--- src/verilog/wrb_map.vh ---
// constants for the wake, reset and boot sequencer
`ifndef WRB_MAP_VH
`define WRB_MAP_VH
`define WRB_CLK_HZ        25000000
`define WRB_POR_DELAY_MS  128
`define WRB_POR_CYCLES    (`WRB_CLK_HZ / 1000 * `WRB_POR_DELAY_MS)
`define WRB_MODE_NORMAL   2'h0
`define WRB_MODE_DOWNLOAD 2'h1
`define WRB_MODE_EMULATE  2'h2
`define WRB_ST_RESET      3'h0
`define WRB_ST_RUN        3'h1
`define WRB_ST_IDLE       3'h2
`define WRB_ST_DOWN       3'h3
`define WRB_ST_WAKE       3'h4
`define WRB_ST_ISR        3'h5
`endif

--- src/verilog/wrb_sequencer.v ---
// wake from power-down, power-on reset timing and boot strap capture
`include "wrb_map.vh"

////////////////////////////////////////////////////////////////////////////////
// Function
// - pin zero low wakes power-down, runs handler
// - handler return resumes after power-down instruction
// - wake only if wake enable was set
// - hold reset while low, then 128 ms
// - once out of reset, stay out until supply below low threshold
// - strap high at reset end: download mode
// - strap low at reset end: normal run
// - debug entry shares the download sequence
// - emulation controller reached through strap pin
// - power-down bit and idle bit select modes
// - power-down stops synth and core clock, pins hold
module wrb_sequencer #(
    parameter POR_CYCLES = `WRB_POR_CYCLES
) (
    input  wire       core_clk,             // always-running oscillator-derived clock
    input  wire       rst_b,                // external reset pin, active low
    input  wire       supply_above_por,     // comparator: supply over power-on threshold
    input  wire       supply_above_low,     // comparator: supply over lower release threshold
    input  wire       ext_irq_zero_pin,     // external interrupt pin zero, active low
    input  wire       boot_select_pin,      // boot strap / emulator pin
    input  wire       pd_bit,               // power-down bit of power_control_reg
    input  wire       idle_bit,             // idle bit of power_control_reg
    input  wire       irq_zero_wake_enable, // wake enable bit of power_control_reg
    input  wire       pd_instr,             // pulse: instruction setting a mode retires
    input  wire [15:0] next_pc,             // address after the mode-entry instruction
    input  wire       return_from_interrupt,// pulse: handler returns
    output reg        core_reset_q,         // reset to core, active high
    output reg  [1:0] boot_mode_q,          // captured boot mode
    output reg        emu_enable_q,         // single-pin emulation controller enabled
    output reg        core_clk_en_q,        // gate for core clock
    output reg        synth_en_q,           // frequency synthesizer enable
    output reg        pin_hold_q,           // freeze port pin levels
    output reg        irq_zero_service_q,   // request to service pin zero handler
    output reg [15:0] resume_pc_q,          // address loaded at handler return
    output reg        resume_load_q         // pulse: load resume_pc_q
);

    ////////////////////////////////////////////////////////////////////////////
    // reset release and input synchronisers
    reg       rst_s1_q;
    reg       rst_s2_q;
    reg [1:0] por_s_q;
    reg [1:0] low_s_q;
    reg [1:0] irq_s_q;
    reg [1:0] boot_s_q;

    // reset released through two flops so every flop leaves reset together
    always @(posedge core_clk or negedge rst_b) begin
        if (!rst_b) begin
            rst_s1_q <= 1'b0;
            rst_s2_q <= 1'b0;
        end else begin
            rst_s1_q <= 1'b1;
            rst_s2_q <= rst_s1_q;
        end
    end

    // pins are asynchronous to core_clk; only the second flop is read
    always @(posedge core_clk or negedge rst_s2_q) begin
        if (!rst_s2_q) begin
            por_s_q  <= 2'h0;
            low_s_q  <= 2'h0;
            irq_s_q  <= 2'h3;
            boot_s_q <= 2'h0;
        end else begin
            por_s_q  <= {por_s_q[0], supply_above_por};
            low_s_q  <= {low_s_q[0], supply_above_low};
            irq_s_q  <= {irq_s_q[0], ext_irq_zero_pin};
            boot_s_q <= {boot_s_q[0], boot_select_pin};
        end
    end

    wire por_ok  = por_s_q[1];
    wire low_ok  = low_s_q[1];
    wire irq_low = ~irq_s_q[1];
    wire boot_hi = boot_s_q[1];

    ////////////////////////////////////////////////////////////////////////////
    // power-on reset: arm above threshold, disarm only below the low threshold
    //
    // the two comparator inputs form a hysteresis band. the count only runs
    // while the supply sits above the power-on threshold, and any dip below
    // that threshold before arming starts the count again from zero, so a
    // slowly rising or bouncing supply never releases the core early.
    // once armed, only the lower threshold can pull the core back into
    // reset; a supply that sags into the band keeps running.
    // limitation: the count runs on core_clk, so the delay scales with the
    // oscillator; POR_CYCLES must be set for the clock actually fitted.
    reg        por_armed_q;
    reg [31:0] por_cnt_q;
    wire       por_done = (por_cnt_q >= POR_CYCLES - 1);

    // hysteresis: once running, a dip to between thresholds keeps us out of reset
    always @(posedge core_clk or negedge rst_s2_q) begin
        if (!rst_s2_q) begin
            por_armed_q <= 1'b0;
            por_cnt_q   <= 32'h0;
        end else if (!low_ok) begin
            por_armed_q <= 1'b0;
            por_cnt_q   <= 32'h0;
        end else if (!por_armed_q) begin
            if (por_ok) begin
                if (por_done)
                    por_armed_q <= 1'b1;
                else
                    por_cnt_q <= por_cnt_q + 32'h1;
            end else begin
                por_cnt_q <= 32'h0;
            end
        end
    end

    ////////////////////////////////////////////////////////////////////////////
    // power state machine
    //
    // flow: reset -> run; run -> down on the power-down bit, run -> idle on
    // the idle bit, power-down winning when both are set. down -> wake on a
    // synchronised low on pin zero, but only with the wake enable set.
    // wake restarts the synthesizer first and the core clock one edge
    // later, so the handler never starts on a clock that is still settling.
    // isr holds the service request until the handler returns, then pulses
    // resume_load_q so the core reloads the address after the entry
    // instruction.
    // hazard: a pin that is already low while the entry instruction retires
    // would wake at once; the far side is required to keep it high then.
    // limitation: the wake path is clocked, so the oscillator feeding
    // core_clk must stay up in power-down; only the gated copy stops.
    // trade-off: one extra edge of wake latency buys a clean clock restart.
    //
    // outputs are all registered here, so the core sees no glitch on the
    // clock gate or on its reset when the state changes.
    reg [2:0] state_q;

    // the strap is sampled in the cycle reset ends, never under async reset
    always @(posedge core_clk or negedge rst_s2_q) begin
        if (!rst_s2_q) begin
            state_q            <= `WRB_ST_RESET;
            core_reset_q       <= 1'b1;
            boot_mode_q        <= `WRB_MODE_NORMAL;
            emu_enable_q       <= 1'b0;
            core_clk_en_q      <= 1'b0;
            synth_en_q         <= 1'b0;
            pin_hold_q         <= 1'b0;
            irq_zero_service_q <= 1'b0;
            resume_pc_q        <= 16'h0000;
            resume_load_q      <= 1'b0;
        end else begin
            resume_load_q <= 1'b0;
            if (!por_armed_q) begin
                state_q       <= `WRB_ST_RESET;
                core_reset_q  <= 1'b1;
                core_clk_en_q <= 1'b0;
                synth_en_q    <= 1'b0;
                pin_hold_q    <= 1'b0;
                irq_zero_service_q <= 1'b0;
            end else begin
                case (state_q)
                    `WRB_ST_RESET: begin
                        core_reset_q  <= 1'b0;
                        core_clk_en_q <= 1'b1;
                        synth_en_q    <= 1'b1;
                        // download and debug are the same entry
                        boot_mode_q   <= boot_hi ? `WRB_MODE_DOWNLOAD
                                                 : `WRB_MODE_NORMAL;
                        emu_enable_q  <= boot_hi;
                        state_q       <= `WRB_ST_RUN;
                    end
                    `WRB_ST_RUN: begin
                        if (pd_instr && pd_bit) begin
                            // clocks stop; the wake path runs on core_clk, which stays up
                            resume_pc_q   <= next_pc;
                            core_clk_en_q <= 1'b0;
                            synth_en_q    <= 1'b0;
                            pin_hold_q    <= 1'b1;
                            state_q       <= `WRB_ST_DOWN;
                        end else if (pd_instr && idle_bit) begin
                            core_clk_en_q <= 1'b0;
                            state_q       <= `WRB_ST_IDLE;
                        end
                    end
                    `WRB_ST_IDLE: begin
                        // idle leaves on pin zero regardless of the power-down enable
                        if (irq_low) begin
                            core_clk_en_q <= 1'b1;
                            state_q       <= `WRB_ST_RUN;
                        end
                    end
                    `WRB_ST_DOWN: begin
                        // relies on the source keeping the pin high around entry
                        if (irq_low && irq_zero_wake_enable) begin
                            synth_en_q <= 1'b1;
                            state_q    <= `WRB_ST_WAKE;
                        end
                    end
                    `WRB_ST_WAKE: begin
                        // core clock restarts on the same edge the handler is requested; the synthesizer one edge earlier
                        core_clk_en_q      <= 1'b1;
                        pin_hold_q         <= 1'b0;
                        irq_zero_service_q <= 1'b1;
                        state_q            <= `WRB_ST_ISR;
                    end
                    `WRB_ST_ISR: begin
                        if (return_from_interrupt) begin
                            irq_zero_service_q <= 1'b0;
                            resume_load_q      <= 1'b1;
                            state_q            <= `WRB_ST_RUN;
                        end
                    end
                    default: state_q <= `WRB_ST_RESET;
                endcase
            end
        end
    end

endmodule
--- config.mk ---
export PLATFORM = sky130hd
export DESIGN_NAME = wrb_sequencer
export DESIGN_NICKNAME = d
export VERILOG_FILES = /design/src/verilog/wrb_sequencer.v
export VERILOG_INCLUDE_DIRS = /design/src /design/src/verilog
export SDC_FILE = /design/constraint.sdc
export NUM_CORES = 1
export LEC_CHECK = 0
export BUFFER_PORTS_ARGS = -buffer_cell sky130_fd_sc_hd__buf_4
export CORE_MARGIN = 5
export CORE_UTILIZATION = 45
export DETAILED_ROUTE_END_ITERATION = 6
export PLACE_DENSITY_LB_ADDON = 0.2
export SYNTH_ARGS = -nofsm -noshare
export SYNTH_HDL_FRONTEND = slang
export SYNTH_SLANG_ARGS = --single-unit
--- constraint.sdc ---
create_clock -name core_clk -period 4.9 [get_ports core_clk]
set_input_delay 0.98 -clock core_clk [delete_from_list [all_inputs] [get_ports core_clk]]
set_output_delay 0.98 -clock core_clk [all_outputs]
set_load 0.02 [all_outputs]
==> results.toml, run 1 <==
[critical_path]
cp_data_arrival_time_ps = 2600
worst-setup-path-type = "reg2reg"
reg2reg_depth = 5
slowest_stage = "or4_4"
cp_data_required_time_ps = 5110
worstSetupEndpointType = "register"
worst-path-max-fanout = 9
path_cells = "or4_4 -> nor4_2 -> and2_1 -> nor3_2 -> a221o_1"
slowest_delay_ps = 590
start_kind = "register"

[sta]
setup_viol = 0
finalSetupTns_ps = 0
worst_slew_pin_slew_ps = 785
min_period_ps = 2390
slew_viol_final = 0
rsz0062_at_grt = "false"
slew_headroom = 0.476
hold_viol = 0
skew_ps = 6.54
fmax_mhz = 418
period_share = 0.488

[die]
fp.dieH_um = 93.8
fp.dieW_um = 93.8
core_area_mm2 = 0.00683
dieArea_mm2 = 0.00880
start_util = 0.463
rows = 30
boundaryPins = 52

[pwr]
leakage_nw = 1.84
pwr_density_cell_mw_per_mm2 = 311
peakVddDrop_uv = 213
swShare = 0.206
internal_power_w = 0.000949
clockPowerShare = 0.478
pwr-share-seq = 0.487
comb_power_share = 0.035
switchingPower_w = 0.000246

[logic_synthesis]
yosysTopAreaCell = "dfrtp_1"
synth.distinct_cells = 50
synth_edf_count = 0
synth_fp_nets = 325
yosys_warnings = 0
yosysTopAreaCellShare = 0.522
ys_ff_latch = 69
seq_area_frac_synth = 0.547
avgSynthCellArea_um2 = 10.6
syn_area_mm2 = 0.00316
synth_ff_type = "dfrtp_1"
ys_top_cells_by_area = "dfrtp_1 52%, mux2_1 5.3%, nand3_1 3.6%"
synthCells = 297
async_flop_share = 1.00

[finish]
layout_common_cells = "65 x dfrtp_1, 51 x buf_4, 23 x nand3_1, 22 x nand2_1, 21 x nor2_1"
multi_input_area_mm2 = 0.00134
antennaDiodeCount = 0
num-nets-final = 373
nFillCells = 624
synthToLayoutAreaGrowth_pct = 21.4
drive_above_1_share = 0.231
fin_util = 0.562
final-seq-area_mm2 = 0.00173
layout_commonest_cell = "dfrtp_1"

[place]
routabilityCongestion = 0.872
place.detailed.hpwl_mm = 4.73
portBuffers = 50

[global_route]
grt.total_usage = 0.172
grt_pass1_vias = 2419
antenna_found_initial = 0
grt_pass1_wl_mm = 11.9
grt_max_degree = 55
grt-ovfl-total = 0

[clocking]
clock_latency_ps = 330
root_buffer = "clkbuf_8"
cts_sinks = 69
cts_hold_buf = 0
cts_resized = 0
h-tree-depth = 3
clkTransAtPathRegs_ps = 80
tritoncts = "yes"
cts_max_path_buffers = 2
cts_buffers = 9
postCtsSetupBuffers = 0

[routing]
num_vias = 2456
wl_met3_um = 335
vias_per_cell = 5.51
drtAntennaViolNets = 0
wl_met1_mm = 3.02
wirelength_mm = 6.80
top_layer_used = "met4"
wire_per_inst_um = 15.3
routed-wl-met2_mm = 3.37
first_iter_violations = 143
drc = 0
firstDrtPassIters = 4

[min_path]
hold_path_class = "reg2async"

[flow_run]
drv_cap = 0

[status]
status = "completed"
==> sequential cells by signal, summed over array words and instances, names as in the netlist <==
name / flops
boot_mode_q: 1
boot_s_q: 2
core_clk_en_q: 1
core_reset_q: 1
irq_s_q: 2
irq_zero_service_q: 1
low_s_q: 2
pin_hold_q: 1
por_armed_q: 1
por_cnt_q: 32
por_s_q: 2
resume_load_q: 1
resume_pc_q: 16
rst_s1_q: 1
rst_s2_q: 1
state_q: 3
synth_en_q: 1
==> cell usage after synthesis (2+ instances only) <==
master / number
a21o_1: 2
a21oi_1: 7
a221o_1: 6
a31oi_1: 11
a41oi_1: 5
and2_1: 14
and3_1: 10
and4_1: 3
buf_4: 2
buf_6: 2
clkbuf_1: 10
conb_1: 2
dfrtp_1: 66
dfstp_2: 3
inv_1: 4
mux2_1: 15
mux2_2: 2
mux2i_1: 2
nand2_1: 22
nand2b_1: 4
nand3_1: 23
nand4_1: 7
nor2_1: 21
nor2b_1: 3
nor3_1: 7
nor4_1: 3
o211ai_1: 2
o21ai_0: 10
o21ai_1: 6
or3_1: 2
or4_1: 2
==> cell families after synthesis <==
| group | after synthesis | share of synthesized area |
|---|---|---|
| AND/OR/NAND/NOR | 130 | 0.224 |
| flip-flops | 69 | 0.547 |
| AO/OA/AOI/OAI | 57 | 0.125 |
| buffers and inverters | 19 | 0.0305 |
| multiplexers | 19 | 0.0669 |
| other | 2 | 0.00238 |
| adder cells (fa/ha/maj) | 1 | 0.00396 |
==> power groups by stage <==
stage | clock network, W | registers [W] | logic [W]
after floorplan | 0 | 0.000598 | 0.0000148
after global placement | 0 | 0.000593 | 0.0000423
after detailed placement | 0 | 0.000593 | 0.0000430
after CTS | 0.000583 | 0.000582 | 0.0000432
after global routing | 0.000612 | 0.000584 | 0.0000477
final | 0.000571 | 0.000582 | 0.0000418
==> stage by stage <==
| step | instances | setup WS (ps) | hold WS, ps | total power, W | instance area (um2) |
|---|---|---|---|---|---|
| floorplan | 297 | 2710 | 331 | 0.000613 | 3160 |
| global placement | 430 | 2300 | 152 | 0.000635 | 3590 |
| detailed placement | 430 | 2270 | 156 | 0.000636 | 3590 |
| CTS | 446 | 2520 | 150 | 0.00121 | 3840 |
| global route | 446 | 2340 | 173 | 0.00124 | 3840 |
| finish | 446 | 2510 | 141 | 0.00120 | 3840 |
==> critical path, delay by kind of cell (launching register included) <==
family          cells  cell delay [ps]
simple gates        4             1510
flops               1              430
compound gates      1              340
==> layer usage <==
metal / vias up / global-route usage
met5: - / 0
met4: 0 / 0.0626
met3: 10 / 0.0345
met2: 69 / 0.268
met1: 1194 / 0.236
li1: 1183 / -
==> final cells by class <==
type                            count  area share
Timing Repair Buffer               51      0.0997
Clock inverter                      5      0.0277
Multi-Input combinational cell    209       0.348
Tap cell                           96      0.0313
Clock buffer                       11      0.0368
Sequential cell                    69       0.451
Inverter                            5     0.00554
==> path summary, 6_finish.rpt <==
path	to	start	slack, ps
max reg2reg	por_cnt_q[11]	por_cnt_q[19]	2510
min in group core_clk	low_s_q[1]	low_s_q[0]	350
min	resume_pc_q[11]	rst_s2_q	140
max	por_cnt_q[11]	por_cnt_q[19]	2510
min reg2reg	resume_pc_q[11]	rst_s2_q	140
max in group asynchronous	state_q[1]	rst_s2_q	3800
Note: power is estimated with default switching activity, not from simulation.
==> run 2: changes to the inputs <==
--- a/config.mk
+++ b/config.mk
@@ -6,6 +6,7 @@
 export SDC_FILE = /design/constraint.sdc
 export NUM_CORES = 1
 export LEC_CHECK = 0
+export ABC_AREA = 1
 export BUFFER_PORTS_ARGS = -buffer_cell sky130_fd_sc_hd__buf_4
 export CORE_MARGIN = 5
 export CORE_UTILIZATION = 45
==> constraint.sdc (replaced) <==
create_clock -name core_clk -period 2.15 [get_ports core_clk]
set_input_delay 0.43 -clock core_clk [delete_from_list [all_inputs] [get_ports core_clk]]
set_output_delay 0.43 -clock core_clk [all_outputs]
set_load 0.02 [all_outputs]
==> results.toml, run 2 <==
[place]
dp_slack_ps = 270
place.detailed.hpwl_mm = 5.68
routabilityCongestion = 0.884
portBuffers = 50

[logic_synthesis]
seq_area_frac_synth = 0.491
ys_ff_latch = 69
yosysTopAreaCellShare = 0.469
avgSynthCellArea_um2 = 8.25
async_flop_share = 1.00
synthTopCellsByCount = "124 x nand2_1, 66 x dfrtp_1, 57 x nor2_1, 42 x inv_1, 39 x nand3_1"
synth_fp_nets = 455
yosys_warnings = 0
ys_top_cells_by_area = "dfrtp_1 47%, nand2_1 13%, nor2_1 6.1%"
yosysTopAreaCell = "dfrtp_1"
synthCells = 427
syn_area_mm2 = 0.00352
yosysMostFrequentCell = "nand2_1"
synth_ff_type = "dfrtp_1"
synth.distinct_cells = 36
synth_edf_count = 0

[finish]
regMostFlops = "por_cnt_q"
layout_common_cells = "124 x nand2_1, 65 x dfrtp_1, 57 x nor2_1, 57 x buf_4, 42 x inv_1"
final-seq-area_mm2 = 0.00173
num-nets-final = 510
largest_registers = "por_cnt_q (32), resume_pc_q (16), state_q (3)"
multi_input_area_mm2 = 0.00153
layout_commonest_cell = "nand2_1"
antennaDiodeCount = 0
drive_above_1_share = 0.214
synthToLayoutAreaGrowth_pct = 19.6
nFillCells = 747
largest_reg_flops = 32

[sta]
rsz0062_at_grt = "false"
finalSetupTns_ps = 0
slew_headroom = 0.634
period_share = 0.863
layout_setup_ws_ps = 295
hold_viol = 0
slew_viol_final = 0
worst_slew_pin_slew_ps = 550
skew_ps = 6.90
min_period_ps = 1860
setup_viol = 0
fmax_mhz = 539

[pwr]
peakVddDrop_uv = 332
pwr_density_cell_mw_per_mm2 = 586
leakage_nw = 2.16

[min_path]
hold_path_class = "in2reg"

[global_route]
grt_pass1_vias = 2752
grt_max_degree = 25
grt-ovfl-total = 0
grt_pass1_wl_mm = 13.0
grt.total_usage = 0.165
antenna_found_initial = 0

[critical_path]
worst-setup-path-type = "reg2reg"
cp_data_required_time_ps = 2410
cp_data_arrival_time_ps = 2110
cp_common_cell = "nand2_1"
path_cells = "ha_1 -> nand3_2 -> nor2_2 -> nand2_1 -> nand2_1 -> nand2_1 -> nand2_2 -> nand2_4 -> buf_4 -> a21boi_0"
start_kind = "register"
path_buf_inv = 1
worst-path-max-fanout = 21
worstSetupEndpointType = "register"
slowest_delay_ps = 420
slowest_stage = "dfrtp_1"
path_delay_family = "simple AND/OR/NAND/NOR gates"

[flow_run]
drv_cap = 0

[clocking]
cts_sinks = 69
h-tree-depth = 3
postCtsSetupBuffers = 0
cts_hold_buf = 1
clock_latency_ps = 340
cts_max_path_buffers = 2
tritoncts = "yes"
cts_resized = 0
cts_buffers = 9
root_buffer = "clkbuf_8"
clkTransAtPathRegs_ps = 80

[routing]
first_iter_violations = 107
wirelength_mm = 7.64
vias_per_cell = 4.84
wire_per_inst_um = 13.0
drc = 0
drtAntennaViolNets = 0
firstDrtPassIters = 4
num_vias = 2853

[die]
fp.dieH_um = 98.5
start_util = 0.458
boundaryPins = 52
fp.dieW_um = 98.5
dieArea_mm2 = 0.00970
rows = 32
core_area_mm2 = 0.00769

[status]
status = "completed"
-- run 2: power breakdown --
group	internal (W)	total (W)	leakage, nW	switching (W)
clock	0.000570	0.00107	0.0995	0.000496
sequential	0.00131	0.00132	0.933	0.0000136
combinational	0.0000417	0.0000790	1.13	0.0000372
total	0.00192	0.00247	2.16	0.000547
-- run 2: cells by family (layout without fill, tap and decap cells) --
logic type	count (synthesis)	count (layout)	share of synthesized area
other	2	2	0.00213
AND/OR/NAND/NOR	239	239	0.286
flip-flops	69	69	0.491
adder cells (fa/ha/maj)	1	1	0.00355
XOR/XNOR	8	8	0.0199
multiplexers	17	17	0.0650
AO/OA/AOI/OAI	32	32	0.0572
buffers and inverters	59	119	0.0749
-- run 2: layout make-up --
type / instances / area share
sequential: 69 / 0.411
multi-input combinational: 299 / 0.363
clock buffer: 11 / 0.0336
tap: 102 / 0.0303
timing repair buffer: 59 / 0.109
clock inverter: 5 / 0.0143
inverter: 44 / 0.0392
-- run 2: worst paths after layout --
path	from	end	slack, ps	cells after the start
worst min-delay path	ext_irq_zero_pin	irq_s_q[0]	190	1
worst max-delay path	por_cnt_q[0]	por_cnt_q[28]	290	10
worst min register to register	rst_s2_q	resume_pc_q[11]	260	0
worst max register to register	por_cnt_q[0]	por_cnt_q[28]	290	10
max in group asynchronous	rst_s2_q	por_cnt_q[5]	1300	1
min in group asynchronous	rst_s2_q	resume_pc_q[11]	260	0
-- run 2: per-stage QoR --
step | hold WS, ps | instance area, um2 | total power, W | utilization | std cells
3_3_place_gp | 212 | 4000 | 0.00143 | 0.521 | 572
2_1_floorplan | 134 | 3520 | 0.00137 | - | 427
3_5_place_dp | 214 | 4000 | 0.00143 | 0.521 | 572
5_1_grt | 159 | 4210 | 0.00258 | 0.548 | 589
6_report | 189 | 4210 | 0.00247 | 0.548 | 589
4_1_cts | 168 | 4210 | 0.00251 | 0.548 | 589
-- run 2: layer usage --
| layer | up-vias | global-route usage | part of all wire |
|---|---|---|---|
| met2 | 50 | 0.249 | 0.48 |
| met5 | - | 0 | 0 |
| met1 | 1332 | 0.233 | 0.47 |
| met4 | 0 | 0.0483 | 0.010 |
| met3 | 8 | 0.0446 | 0.042 |
| li1 | 1463 | - | - |
==> run 3: changes to the inputs <==
--- a/config.mk
+++ b/config.mk
@@ -12,6 +12,7 @@
 export CORE_UTILIZATION = 45
 export DETAILED_ROUTE_END_ITERATION = 6
 export PLACE_DENSITY_LB_ADDON = 0.2
+export SKIP_CTS_REPAIR_TIMING = 1
 export SYNTH_ARGS = -nofsm -noshare
 export SYNTH_HDL_FRONTEND = slang
 export SYNTH_SLANG_ARGS = --single-unit
==> constraint.sdc (replaced) <==
create_clock -name core_clk -period 2.15 [get_ports core_clk]
set_input_delay 0.215 -clock core_clk [delete_from_list [all_inputs] [get_ports core_clk]]
set_output_delay 0.215 -clock core_clk [all_outputs]
set_load 0.02 [all_outputs]
==> results.toml, run 3 (synthesized netlist as in run 2, its figures left out) <==
[sta]
slew_viol_final = 0
fmax_mhz = 540
skew_ps = 6.80
setup_viol = 0
hold_viol = 0
slew_headroom = 0.633
finalSetupTns_ps = 0
period_share = 0.862
worst_slew_pin_slew_ps = 550
rsz0062_at_grt = "false"
min_period_ps = 1850

[critical_path]
path_cells = "ha_1 -> nand3_2 -> nor2_2 -> nand2_1 -> nand2_1 -> nand2_1 -> nand2_2 -> nand2_4 -> buf_4 -> a21boi_0"
slowest_delay_ps = 420
worst-path-max-fanout = 21
cp_common_cell = "nand2_1"
worstSetupEndpointType = "register"
reg2reg_depth = 10
start_kind = "register"
cp_data_required_time_ps = 2410
r2r_start = "por_cnt_q[0]"
worst-setup-path-type = "reg2reg"
rrSetupSlack_ps = 300
regToRegEndpoint = "por_cnt_q[29]"
slowest_stage = "dfrtp_1"
cp_data_arrival_time_ps = 2110

[pwr]
p_total_w = 0.00248
leakage_nw = 2.18
peakVddDrop_uv = 340
pwr_density_cell_mw_per_mm2 = 582

[place]
routabilityCongestion = 0.884
portBuffers = 50
place.detailed.hpwl_mm = 5.68
post_dp_cell_area_mm2 = 0.00400
place_inst = 572

[die]
fp.dieH_um = 98.5
dieArea_mm2 = 0.00970
fp.dieW_um = 98.5
core_area_mm2 = 0.00769
boundaryPins = 52
rows = 32
start_util = 0.458

[min_path]
holdPathEnd = "resume_pc_q[11]"
hold_path_class = "in2reg"
hold_depth = 2
min_from = "next_pc[11]"

[flow_run]
drv_cap = 0

[global_route]
antenna_found_initial = 0
top_usage_layer = "met2"
grt_pass1_vias = 2741
grt.met3_usage = 0.0446
grt.total_usage = 0.164
grt_pass1_wl_mm = 13.0
met2_usage = 0.248
grt_max_degree = 25
gr-usage-met1 = 0.233
grt-ovfl-total = 0

[routing]
num_vias = 2869
drtAntennaViolNets = 0
first_iter_violations = 112
wirelength_mm = 7.68
wire_per_inst_um = 12.9
vias_per_cell = 4.84
drc = 0
firstDrtPassIters = 4

[finish]
layout_common_cells = "124 x nand2_1, 65 x dfrtp_1, 57 x nor2_1, 57 x buf_4, 42 x inv_1"
largest_reg_flops = 32
fin_util = 0.553
antennaDiodeCount = 0
regMostFlops = "por_cnt_q"
drive_above_1_share = 0.212
stdcell_count = 593
nFillCells = 743
layout_commonest_cell = "nand2_1"
design_area_mm2 = 0.00425
num-nets-final = 514
largest_registers = "por_cnt_q (32), resume_pc_q (16), state_q (3)"
synthToLayoutAreaGrowth_pct = 20.7

[clocking]
tritoncts = "yes"
clkTransAtPathRegs_ps = 80
cts_sinks = 69
cts_max_path_buffers = 2
root_buffer = "clkbuf_8"
clock_latency_ps = 340
h-tree-depth = 3
cts_buffers = 9

[status]
status = "completed"
-- run 3: stage by stage --
step	hold slack (ps)	setup WS (ps)
6_report	97.0	297
5_1_grt	72.9	73.8
4_1_cts	-378	272
3_5_place_dp	-1.40	270
3_3_place_gp	-2.71	386
2_1_floorplan	-80.6	91.6
-- run 3: report_power, final --
group          switching [W]  leakage [nW]  total (W)  internal (W)
registers          0.0000137         0.933    0.00132       0.00131
clock network       0.000498        0.0995    0.00107      0.000570
logic              0.0000387          1.15  0.0000852     0.0000465
total               0.000550          2.18    0.00248       0.00193
-- run 3: how the worst max path moves through the flow --
stage	to	depth (start not counted)	start	slack, ps
4_1_cts	por_cnt_q[28]	10	por_cnt_q[0]	270
3_5_place_dp	por_cnt_q[29]	10	por_cnt_q[0]	270
3_3_place_gp	por_cnt_q[10]	11	por_cnt_q[0]	390
6_report	por_cnt_q[29]	10	por_cnt_q[0]	300
2_1_floorplan	boot_mode_q[0]	0	rst_s2_q	90
5_1_grt	por_cnt_q[28]	10	por_cnt_q[0]	70
-- run 3: critical path, delay by kind of cell, from the launching register on --
kind            cells  cell delay, ps
fa+ha+maj           1             270
compound gates      1             180
simple gates        7             650
flops               1             420
buf+inv             1             230
-- run 3: cell type report --
cell class              instances  area (um2)  area share
flip-flops and latches         69        1730       0.407
repair buffers                 63         498       0.117
clock buffers                  11         141      0.0332
inverters                      44         165      0.0388
multi-input cells             299        1530       0.360
clock inverters                 5        60.1      0.0141
well taps                     102         128      0.0300
-- run 3: layer usage --
metal / up-vias / routed length, um
li1: 1468 / -
met1: 1340 / 3610
met2: 53 / 3680
met3: 8 / 308
met4: 0 / 79
met5: - / 0
